**config.mk**
```make
export PLATFORM = sky130hd
export DESIGN_NAME = wakeup_event_counter
export DESIGN_NICKNAME = d
export VERILOG_FILES = /design/src/wakeup_pkg.sv /design/src/wakeup_event_counter.sv
export SDC_FILE = /design/constraint.sdc
export NUM_CORES = 1
export LEC_CHECK = 0
export ABC_CLOCK_PERIOD_IN_PS = 2600
export BUFFER_PORTS_ARGS = -buffer_cell sky130_fd_sc_hd__buf_2
export CORE_MARGIN = 10
export CORE_UTILIZATION = 45
export CTS_BUF_LIST = sky130_fd_sc_hd__clkbuf_8
export DETAILED_ROUTE_END_ITERATION = 8
export PLACE_DENSITY = 0.73
export SLEW_MARGIN = 30
export SYNTH_ARGS = -nofsm -noshare
export SYNTH_HDL_FRONTEND = slang
export SYNTH_SLANG_ARGS = --single-unit
export TNS_END_PERCENT = 100
```
**constraint.sdc**
```tcl
create_clock -name hclk -period 2.6 [get_ports hclk]
set_clock_uncertainty 0.2 [all_clocks]
set_input_delay 0.52 -clock hclk [delete_from_list [all_inputs] [get_ports hclk]]
set_output_delay 0.52 -clock hclk [all_outputs]
set_load 0.01 [all_outputs]
```
**src/wakeup_pkg.sv**
```systemverilog
// Constants, register map and types for the wake-up event counter
package wakeup_pkg;
   // Clock and debounce time base
   localparam int CLK_PERIOD_NS = 4;
   localparam int UNIT_COARSE_NS = 1000000;
   localparam int UNIT_FINE_NS = 125000;
   localparam int UNIT_COARSE_CYCLES = UNIT_COARSE_NS / CLK_PERIOD_NS;
   localparam int UNIT_FINE_CYCLES = UNIT_FINE_NS / CLK_PERIOD_NS;
   localparam int TICK_W = 18;

   // Register offsets, kept as register indices
   localparam logic [31:0] OFS_BASE = 32'h5000_0100;
   localparam logic [31:0] OFS_CONTROL = 32'h5000_0100;
   localparam logic [31:0] OFS_COMPARE = 32'h5000_0102;
   localparam logic [31:0] OFS_IRQ_STATUS = 32'h5000_0104;
   localparam logic [31:0] OFS_EVENT_COUNTS = 32'h5000_0106;
   localparam logic [31:0] OFS_PORT0_SELECT = 32'h5000_0108;
   localparam logic [31:0] OFS_PORT1_SELECT = 32'h5000_010a;
   localparam logic [31:0] OFS_PORT0_POLARITY = 32'h5000_010c;
   localparam logic [31:0] OFS_PORT1_POLARITY = 32'h5000_010e;

   // Byte address inside the slave window: four times the index
   function automatic logic [7:0] byte_addr(input logic [31:0] ofs);
      logic [31:0] idx;
      idx = ofs - OFS_BASE;
      return idx[5:0] * 8'h04;
   endfunction

   localparam logic [7:0] ADDR_CONTROL = byte_addr(OFS_CONTROL);
   localparam logic [7:0] ADDR_COMPARE = byte_addr(OFS_COMPARE);
   localparam logic [7:0] ADDR_IRQ_STATUS = byte_addr(OFS_IRQ_STATUS);
   localparam logic [7:0] ADDR_EVENT_COUNTS = byte_addr(OFS_EVENT_COUNTS);
   localparam logic [7:0] ADDR_PORT0_SELECT = byte_addr(OFS_PORT0_SELECT);
   localparam logic [7:0] ADDR_PORT1_SELECT = byte_addr(OFS_PORT1_SELECT);
   localparam logic [7:0] ADDR_PORT0_POLARITY = byte_addr(OFS_PORT0_POLARITY);
   localparam logic [7:0] ADDR_PORT1_POLARITY = byte_addr(OFS_PORT1_POLARITY);

   // Field layout
   localparam int CTL_W = 10;
   localparam int CTL_FINE_BIT = 9;
   localparam int CTL_IRQ2_EN_BIT = 8;
   localparam int CTL_IRQ1_EN_BIT = 7;
   localparam int CTL_SW_KEY_BIT = 6;
   localparam int DEB_W = 6;
   localparam int DEB_LSB = 0;
   localparam int ST_PEND1_BIT = 0;
   localparam int ST_PEND2_BIT = 1;
   localparam int ST_CLR1_BIT = 2;
   localparam int ST_CLR2_BIT = 3;
   localparam int CNT_W = 8;
   localparam int CNT2_LSB = 8;
   localparam int PORT_W = 12;

   // Values after reset
   localparam logic [CTL_W-1:0] CONTROL_RESET = 10'h000;
   localparam logic [CNT_W-1:0] COMPARE_RESET = 8'h00;
   localparam logic [CNT_W-1:0] COUNT_RESET = 8'h00;
   localparam logic [PORT_W-1:0] PORT_RESET = 12'h000;
   localparam logic [DEB_W-1:0] DEB_RESET = 6'h00;

   typedef enum logic [1:0] {
      BUS_IDLE = 2'b00,
      BUS_READ_WAIT = 2'b01,
      BUS_READ_DONE = 2'b11
   } bus_phase_t;
endpackage

```
**src/wakeup_event_counter.sv**
```systemverilog
// Wake-up unit: debounced pin and software events feeding two compare counters
//
// What this block does
// [RULE_01] Control bit picks 1 ms or 125 us step
// [RULE_02] Zero steps bypasses debounce, else N steps stable
// [RULE_03] First counter match raises first interrupt if enabled
// [RULE_04] Second counter match raises second interrupt if enabled
// [RULE_05] Compare holds event count minus one
// [RULE_06] Software key hit bumps both counters once
// [RULE_07] Software must clear key hit before next hit
// [RULE_08] Write one clears first counter, reads zero
// [RULE_09] Write one clears second counter, reads zero
// [RULE_10] First pending bit readable, write one clears
// [RULE_11] Second pending bit readable, write one clears
// [RULE_12] Counts register: second high byte, first low
// [RULE_13] Port-zero mask enables first counter sources
// [RULE_14] Port-one mask enables second counter sources
// [RULE_15] Port-zero polarity: clear high-going, set low-going
// [RULE_16] Port-one polarity: clear high-going, set low-going
// [RULE_17] Pending stays until cleared; controls reset zero
//
// Added by the designer: the AHB-Lite register port.
`timescale 1ns/1ps
module wakeup_event_counter
#(
   parameter int UNIT_COARSE = wakeup_pkg::UNIT_COARSE_CYCLES,
   parameter int UNIT_FINE = wakeup_pkg::UNIT_FINE_CYCLES
)
(
   input wire logic hclk,
   input wire logic hresetn,
   input wire logic hsel,
   input wire logic [31:0] haddr,
   input wire logic [1:0] htrans,
   input wire logic hwrite,
   input wire logic [2:0] hsize,
   input wire logic [31:0] hwdata,
   input wire logic hready,
   output logic hreadyout,
   output logic hresp,
   output logic [31:0] hrdata,
   input wire logic [11:0] port_zero_input,
   input wire logic [11:0] port_one_input,
   output logic first_wakeup_irq,
   output logic second_wakeup_irq
);

   localparam int CW = wakeup_pkg::CNT_W;
   localparam int PW = wakeup_pkg::PORT_W;
   localparam logic [wakeup_pkg::TICK_W-1:0] COARSE_LAST = wakeup_pkg::TICK_W'(UNIT_COARSE - 1);
   localparam logic [wakeup_pkg::TICK_W-1:0] FINE_LAST = wakeup_pkg::TICK_W'(UNIT_FINE - 1);

   // Any enabled input at its active level; polarity set means low is active
   function automatic logic port_active(input logic [11:0] pins, input logic [11:0] mask,
                                        input logic [11:0] pol);
      return |((pins ^ pol) & mask);
   endfunction

   // Registers
   logic [wakeup_pkg::CTL_W-1:0] wakeup_control;
   logic [CW-1:0] wakeup_compare;
   logic [PW-1:0] wakeup_port0_select;
   logic [PW-1:0] wakeup_port1_select;
   logic [PW-1:0] wakeup_port0_polarity;
   logic [PW-1:0] wakeup_port1_polarity;
   logic first_irq_pending;
   logic second_irq_pending;
   logic [CW-1:0] first_count_value;
   logic [CW-1:0] second_count_value;

   // Control fields
   wire logic fine_debounce_unit_sel = wakeup_control[wakeup_pkg::CTL_FINE_BIT];
   wire logic first_counter_irq_en = wakeup_control[wakeup_pkg::CTL_IRQ1_EN_BIT];
   wire logic second_counter_irq_en = wakeup_control[wakeup_pkg::CTL_IRQ2_EN_BIT];
   wire logic software_key_hit = wakeup_control[wakeup_pkg::CTL_SW_KEY_BIT];
   wire logic [wakeup_pkg::DEB_W-1:0] debounce_steps =
      wakeup_control[wakeup_pkg::DEB_LSB +: wakeup_pkg::DEB_W];

   // Pin synchronisers
   logic [PW-1:0] p0_meta;
   logic [PW-1:0] p0_sync;
   logic [PW-1:0] p1_meta;
   logic [PW-1:0] p1_sync;

   always_ff @(posedge hclk or negedge hresetn)
   begin
      if (!hresetn)
      begin
         p0_meta <= wakeup_pkg::PORT_RESET;
         p0_sync <= wakeup_pkg::PORT_RESET;
         p1_meta <= wakeup_pkg::PORT_RESET;
         p1_sync <= wakeup_pkg::PORT_RESET;
      end
      else
      begin
         p0_meta <= port_zero_input;
         p0_sync <= p0_meta;
         p1_meta <= port_one_input;
         p1_sync <= p1_meta;
      end
   end

   // Debounce time base
   logic [wakeup_pkg::TICK_W-1:0] tick_count;
   wire logic [wakeup_pkg::TICK_W-1:0] tick_last = fine_debounce_unit_sel ? FINE_LAST : COARSE_LAST; // RULE_01
   wire logic unit_tick = (tick_count >= tick_last);

   always_ff @(posedge hclk or negedge hresetn)
   begin
      if (!hresetn)
         tick_count <= '0;
      else if (unit_tick)
         tick_count <= '0;
      else
         tick_count <= tick_count + 1'b1;
   end

   // Raw event levels; the software hit feeds both channels
   wire logic raw1 = port_active(p0_sync, wakeup_port0_select, wakeup_port0_polarity) // RULE_13 RULE_15
                     | software_key_hit; // RULE_06
   wire logic raw2 = port_active(p1_sync, wakeup_port1_select, wakeup_port1_polarity) // RULE_14 RULE_16
                     | software_key_hit; // RULE_06
   wire logic [1:0] raw = {raw2, raw1};

   // Debounce filters: a change is accepted on the debounce_steps-th unit tick after it
   logic [1:0] deb_level;
   logic [1:0] deb_prev;
   logic [wakeup_pkg::DEB_W-1:0] deb_units [2];
   logic [1:0] deb_next;

   for (genvar g = 0; g < 2; g++)
   begin : g_deb
      wire logic settled = (deb_units[g] + 1'b1 >= debounce_steps) && unit_tick;
      assign deb_next[g] = (debounce_steps == wakeup_pkg::DEB_RESET) ? raw[g] : // RULE_02
                           (raw[g] != deb_level[g] && settled) ? raw[g] : deb_level[g]; // RULE_02

      always_ff @(posedge hclk or negedge hresetn)
      begin
         if (!hresetn)
            deb_units[g] <= wakeup_pkg::DEB_RESET;
         else if (raw[g] == deb_level[g] || debounce_steps == wakeup_pkg::DEB_RESET)
            deb_units[g] <= wakeup_pkg::DEB_RESET;
         else if (unit_tick)
            deb_units[g] <= deb_units[g] + 1'b1; // RULE_02
      end
   end

   always_ff @(posedge hclk or negedge hresetn)
   begin
      if (!hresetn)
      begin
         deb_level <= 2'h0;
         deb_prev <= 2'h0;
      end
      else
      begin
         deb_level <= deb_next;
         deb_prev <= deb_level;
      end
   end

   // One event per rising edge of the filtered level; the key hit must drop first
   wire logic event1 = deb_level[0] & ~deb_prev[0]; // RULE_07
   wire logic event2 = deb_level[1] & ~deb_prev[1]; // RULE_07
   wire logic match1 = event1 && (first_count_value == wakeup_compare); // RULE_05
   wire logic match2 = event2 && (second_count_value == wakeup_compare); // RULE_05

   // AHB-Lite slave: writes zero wait, reads one wait so hrdata is registered
   wakeup_pkg::bus_phase_t bus_phase;
   wakeup_pkg::bus_phase_t next_bus_phase;
   logic wr_pend;
   logic [7:0] dp_addr;

   wire logic take = hsel && htrans[1] && hready;
   wire logic take_rd = take && !hwrite;
   wire logic take_wr = take && hwrite;
   // Only whole-word writes land; narrower stores are dropped
   wire logic word_access = (hsize == 3'h2);

   assign hreadyout = (bus_phase != wakeup_pkg::BUS_READ_WAIT);
   assign hresp = 1'b0;

   always_comb
   begin
      case (bus_phase)
         wakeup_pkg::BUS_IDLE,
         wakeup_pkg::BUS_READ_DONE: next_bus_phase = take_rd ? wakeup_pkg::BUS_READ_WAIT : wakeup_pkg::BUS_IDLE;
         wakeup_pkg::BUS_READ_WAIT: next_bus_phase = wakeup_pkg::BUS_READ_DONE;
         default: next_bus_phase = wakeup_pkg::BUS_IDLE;
      endcase
   end

   always_ff @(posedge hclk or negedge hresetn)
   begin
      if (!hresetn)
      begin
         bus_phase <= wakeup_pkg::BUS_IDLE;
         wr_pend <= 1'b0;
         dp_addr <= 8'h00;
      end
      else
      begin
         bus_phase <= next_bus_phase;
         if (hready)
            wr_pend <= take_wr && word_access;
         if (take)
            dp_addr <= haddr[7:0];
      end
   end

   // Write strobes in the data phase
   wire logic wr_control = wr_pend && dp_addr == wakeup_pkg::ADDR_CONTROL;
   wire logic wr_compare = wr_pend && dp_addr == wakeup_pkg::ADDR_COMPARE;
   wire logic wr_status = wr_pend && dp_addr == wakeup_pkg::ADDR_IRQ_STATUS;
   wire logic wr_sel0 = wr_pend && dp_addr == wakeup_pkg::ADDR_PORT0_SELECT;
   wire logic wr_sel1 = wr_pend && dp_addr == wakeup_pkg::ADDR_PORT1_SELECT;
   wire logic wr_pol0 = wr_pend && dp_addr == wakeup_pkg::ADDR_PORT0_POLARITY;
   wire logic wr_pol1 = wr_pend && dp_addr == wakeup_pkg::ADDR_PORT1_POLARITY;
   wire logic clr_pend1 = wr_status && hwdata[wakeup_pkg::ST_PEND1_BIT];
   wire logic clr_pend2 = wr_status && hwdata[wakeup_pkg::ST_PEND2_BIT];
   wire logic clr_cnt1 = wr_status && hwdata[wakeup_pkg::ST_CLR1_BIT];
   wire logic clr_cnt2 = wr_status && hwdata[wakeup_pkg::ST_CLR2_BIT];

   always_ff @(posedge hclk or negedge hresetn)
   begin
      if (!hresetn)
      begin
         wakeup_control <= wakeup_pkg::CONTROL_RESET; // RULE_17
         wakeup_compare <= wakeup_pkg::COMPARE_RESET;
         wakeup_port0_select <= wakeup_pkg::PORT_RESET;
         wakeup_port1_select <= wakeup_pkg::PORT_RESET;
         wakeup_port0_polarity <= wakeup_pkg::PORT_RESET;
         wakeup_port1_polarity <= wakeup_pkg::PORT_RESET;
      end
      else
      begin
         if (wr_control)
            wakeup_control <= hwdata[wakeup_pkg::CTL_W-1:0];
         if (wr_compare)
            wakeup_compare <= hwdata[CW-1:0];
         if (wr_sel0)
            wakeup_port0_select <= hwdata[PW-1:0]; // RULE_13
         if (wr_sel1)
            wakeup_port1_select <= hwdata[PW-1:0]; // RULE_14
         if (wr_pol0)
            wakeup_port0_polarity <= hwdata[PW-1:0]; // RULE_15
         if (wr_pol1)
            wakeup_port1_polarity <= hwdata[PW-1:0]; // RULE_16
      end
   end

   // Counters: the clear beats a coincident event, so software sees zero afterwards
   always_ff @(posedge hclk or negedge hresetn)
   begin
      if (!hresetn)
      begin
         first_count_value <= wakeup_pkg::COUNT_RESET;
         second_count_value <= wakeup_pkg::COUNT_RESET;
      end
      else
      begin
         if (clr_cnt1)
            first_count_value <= wakeup_pkg::COUNT_RESET; // RULE_08
         else if (event1)
            first_count_value <= first_count_value + 1'b1; // RULE_06
         if (clr_cnt2)
            second_count_value <= wakeup_pkg::COUNT_RESET; // RULE_09
         else if (event2)
            second_count_value <= second_count_value + 1'b1; // RULE_06
      end
   end

   // Pending flags: a new match wins over a write-one clear in the same cycle
   always_ff @(posedge hclk or negedge hresetn)
   begin
      if (!hresetn)
      begin
         first_irq_pending <= 1'b0;
         second_irq_pending <= 1'b0;
      end
      else
      begin
         if (match1 && first_counter_irq_en)
            first_irq_pending <= 1'b1; // RULE_03
         else if (clr_pend1)
            first_irq_pending <= 1'b0; // RULE_10 RULE_17
         if (match2 && second_counter_irq_en)
            second_irq_pending <= 1'b1; // RULE_04
         else if (clr_pend2)
            second_irq_pending <= 1'b0; // RULE_11 RULE_17
      end
   end

   assign first_wakeup_irq = first_irq_pending; // RULE_03
   assign second_wakeup_irq = second_irq_pending; // RULE_04

   // Read mux; clear bits always read zero
   logic [31:0] rd_mux;

   always_comb
   begin
      rd_mux = 32'h0000_0000;
      case (dp_addr)
         wakeup_pkg::ADDR_CONTROL: rd_mux[wakeup_pkg::CTL_W-1:0] = wakeup_control;
         wakeup_pkg::ADDR_COMPARE: rd_mux[CW-1:0] = wakeup_compare;
         wakeup_pkg::ADDR_IRQ_STATUS:
         begin
            rd_mux[wakeup_pkg::ST_PEND1_BIT] = first_irq_pending; // RULE_10
            rd_mux[wakeup_pkg::ST_PEND2_BIT] = second_irq_pending; // RULE_11
         end
         wakeup_pkg::ADDR_EVENT_COUNTS: rd_mux[15:0] = {second_count_value, first_count_value}; // RULE_12
         wakeup_pkg::ADDR_PORT0_SELECT: rd_mux[PW-1:0] = wakeup_port0_select;
         wakeup_pkg::ADDR_PORT1_SELECT: rd_mux[PW-1:0] = wakeup_port1_select;
         wakeup_pkg::ADDR_PORT0_POLARITY: rd_mux[PW-1:0] = wakeup_port0_polarity;
         wakeup_pkg::ADDR_PORT1_POLARITY: rd_mux[PW-1:0] = wakeup_port1_polarity;
         default: rd_mux = 32'h0000_0000;
      endcase
   end

   always_ff @(posedge hclk or negedge hresetn)
   begin
      if (!hresetn)
         hrdata <= 32'h0000_0000;
      else if (bus_phase == wakeup_pkg::BUS_READ_WAIT)
         hrdata <= rd_mux;
   end

endmodule // wakeup_event_counter

```
==> key figures <==
STA
  – Sum Neg Setup Slack: 0 ps
  – Slew HR: 62.4%
  – Worst setup margin: around 180 ps
  – Final Max Tran Viols: 0
  – Unrepaired setup endpoints after global routing: yes
  – Tmin final: 2420 ps
  – Final hold vios: 0
  – Final worst path period share: 93.1%
  – Measured slew at the worst slew-check pin: 561 ps
  – Max Freq: 0.413 GHz
  – Final setup fails: 0

Logic synthesis
  – FF+latch count, synth: 193
  – Post-synthesis sequential area ratio: 53.5%
  – Area leader, netlist: dfrtp_1
  – Mapped Avg Cell Area: 12.0 sq um
  – Top area cells in the synthesized netlist: dfrtp_1, mux2_1, xor2_1
  – Post-Syn Instances: 751
  – Distinct cells, synth: 61
  – Ys flop type: dfrtp_1
  – Yosys top cell area share: 53.5%
  – Post-synth ARST share: 100%
  – Mapped Area: 9020 sq um
  – Number of synthesized flops with an enable pin: 0
  – Ys Warns: 0

Setup path
  – Critical Path Sink Type: flip-flop
  – Crit path arrival time: 2620 ps
  – Crit path launch type: flip-flop
  – Worst setup path startpoint: wakeup_control[9]
  – Top delay family on crit path: simple AND/OR/NAND/NOR gates
  – CP Buf/Inv Count: 2
  – CP required: ~2800 ps
  – Critical path type: reg -> reg
  – Crit-path max FO: 30
  – Critical-path top delay cell: dfrtp_2
  – Critical R2R Launch: wakeup_control[9]
  – CP max stage delay: 470 ps
  – Crit-path cells: inv_1 -> ha_1 -> and4b_1 -> and4_1 -> o311ai_1 -> nand4_1 -> buf_12 -> a21oi_1 -> mux2i_1

Pwr
  – Sequential power share: between 50% and 60%
  – Sw power: approximately 2.4 mW
  – Clock network power share: 27.4%
  – Internal Power: roughly 4.7 mW
  – Logic pwr share: 18.8%
  – Leak pwr: 4.80 nW
  – Net Sw Frac: about a third
  – PwrDens: roughly 680 nW/um^2
  – Peak supply drop: around 530 uV

Cells and area
  – FILL cells: 1695
  – Area growth syn-to-layout: 15.5%
  – Fin nets: 997
  – Final instance area: 10400 sq um
  – Commonest non-fill, non-tap cell in the layout: dfrtp_1
  – Antenna diode count: 0
  – Commonest cells after routing, fill and taps aside: dfrtp_1, nor2_1, buf_2
  – Share of cells above drive strength 1: 19.0%

Hold path
  – Hold WC Path Type: in -> reg
  – Hold path startpoint: hready

GRT
  – GRT Max-Usage Layer: met2
  – Initial antenna violation count: 0
  – Global-route wire length before repair: 34100 um
  – Global-route usage over all layers: approximately 16%
  – GRT Residual Overflow: 0
  – GRT met1 Usage: 22.4%
  – Met2 GRT Util: 24.8%
  – Largest net degree at the start of global routing: 51
  – Global Route met3 Usage: under 10%
  – Vias in the first global route: 6286

Clocking
  – Total clock sinks: ~190
  – TritonCTS Buffers: 17
  – Setup bufs post-CTS: 0
  – Reg clk slew, reported paths: 110 ps
  – Clk_lat worst skew: 480 ps
  – TritonCTS clock tree: done
  – # H-tree levels: 4
  – Root Buffer: clkbuf_8
  – Clk buf depth: 2

Floorplan
  – Placeable Area: approximately 20000 sq um
  – Initial Util: between 40% and 50%
  – Die Y: 162 um
  – Floorplan row count: 51
  – Die width: approximately 160 um
  – # IOs: 134
  – Die area: 26100 sq um

Placement
  – DP Worst Slack: 49.6 ps
  – RePlAce Congestion: 0.917
  – Post-DP HPWL: 15300 um
  – DP Area: 9780 sq um
  – Port Buf Inserts: 71

Drt
  – Via count: around 6300
  – Iter 0 DRT Violations: 474
  – Vias/cell: 5.48
  – Routed WL per cell: roughly 18 um
  – Post-route DRC: 0
  – 1st-pass router iterations: 6
  – DRT antenna net count: 0
  – Total Wirelength: 20900 um

Status
  – Status: finished, final reports clean

Job
  – Maxcap violations: 0
## through the flow
| stage | power, mW | util [%] | std cells | hold WS, ps |
|---|---|---|---|---|
| floorplan | 4.62 | - | 767 | 24.4 |
| global placement | 5.12 | 49.9 | 1090 | 133 |
| detailed placement | 5.18 | 49.9 | 1090 | 135 |
| CTS | 7.14 | 53.2 | 1147 | 20.2 |
| global route | 7.47 | 53.2 | 1147 | 36.0 |
| finish | 7.10 | 53.2 | 1147 | 45.5 |
## flip-flops by register name (all words and copies together) (netlist names), 2 cells and up
register and flops:
wakeup_port0_select 12, deb_prev 2, p0_sync 12, wakeup_compare 8, hrdata 16, bus_phase 2
wakeup_control 10, dp_addr 8, first_count_value 8, wakeup_port1_polarity 12, tick_count 18, second_count_value 8
p0_meta 12, p1_sync 12, deb_level 2, wakeup_port1_select 12, wakeup_port0_polarity 12, deb_units 12
p1_meta 12
## synth_stat cells, types with 2 or more instances
library cell,n
nor2b_1,3
mux2i_1,8
a222oi_1,8
nor3_1,7
a21oi_1,17
nand2_2,3
a31oi_1,5
dfrtp_1,193
o21ai_0,4
xor2_1,62
nand3_1,23
a2111oi_0,2
a22oi_1,20
buf_2,13
o32a_1,2
and3_1,16
nand2_1,28
a21o_1,8
o21a_1,2
buf_6,2
or3b_2,2
mux2_1,58
a41oi_1,2
xnor2_1,20
a32oi_1,2
ha_1,30
o31ai_1,2
buf_4,17
and2_1,3
mux2_4,10
nor2_1,70
and4_1,4
nand4_1,16
o22ai_1,2
a221oi_1,6
o21ai_1,14
clkbuf_1,8
mux2_2,11
nor4_1,2
inv_1,17
a311oi_1,8
nand2b_1,2
## layout make-up
| type | count | area (sq um) | share of cell area [%] |
|---|---|---|---|
| timing repair buffer | 124 | 862 | 8.27 |
| inverter | 18 | 67.6 | 0.648 |
| clock buffer | 17 | 234 | 2.24 |
| clock inverter | 15 | 158 | 1.51 |
| multi-input combinational | 515 | 3940 | 37.8 |
| tap | 265 | 332 | 3.18 |
| sequential | 193 | 4830 | 46.3 |
## worst reg2reg max path, stage by stage, from the launching register on
cell and delay (ps):
dfrtp_2 470, inv_1 140, ha_1 250, and4b_1 210, and4_1 190, o311ai_1 80, nand4_1 210, buf_12 220
a21oi_1 180, mux2i_1 190
## layer usage
metal	share of wire, %	vias up
li1	-	2901
met1	44	3131
met2	46	224
met3	8.3	27
met4	1.6	0
met5	0	-
## power groups by stage
| stage | Clock, mW | Sequential (mW) | Combinational, mW |
|---|---|---|---|
| 6_report | 1.94 | 3.82 | 1.33 |
| 5_1_grt | 2.10 | 3.87 | 1.50 |
| 4_1_cts | 1.98 | 3.82 | 1.34 |
| 3_5_place_dp | 0 | 3.87 | 1.31 |
| 3_3_place_gp | 0 | 3.86 | 1.26 |
| 2_1_floorplan | 0 | 3.72 | 0.893 |
## timing repair
action / in CTS / in global routing
setup endpoints to repair: 0 / 21
gates resized for setup: 0 / 2
hold buffers: 25 / 0
endpoints found under the hold margin: 69 / 0
## worst paths after layout
check | endpoint | slack, ps | depth (start not counted)
min in group asynchronous | tick_count[9] | 330 | 2
max | deb_level[1] | 180 | 9
min reg2reg | p0_sync[11] | 150 | 0
max in group asynchronous | wakeup_port1_select[1] | 1130 | 3
max reg2reg | deb_level[1] | 180 | 9
min | wr_pend | 50 | 2
## kinds of logic after synthesis
kind of cell             after synthesis  share of synthesized area (%)
AO/OA/AOI/OAI                        107                           8.42
XOR/XNOR                              82                           7.96
adder cells (fa/ha/maj)               30                           4.16
buffers and inverters                 59                           3.51
flip-flops                           193                           53.5
multiplexers                          88                           11.4
other                                  1                         0.0416
AND/OR/NAND/NOR                      191                           11.0
Note: power is estimated with default switching activity, not from simulation.
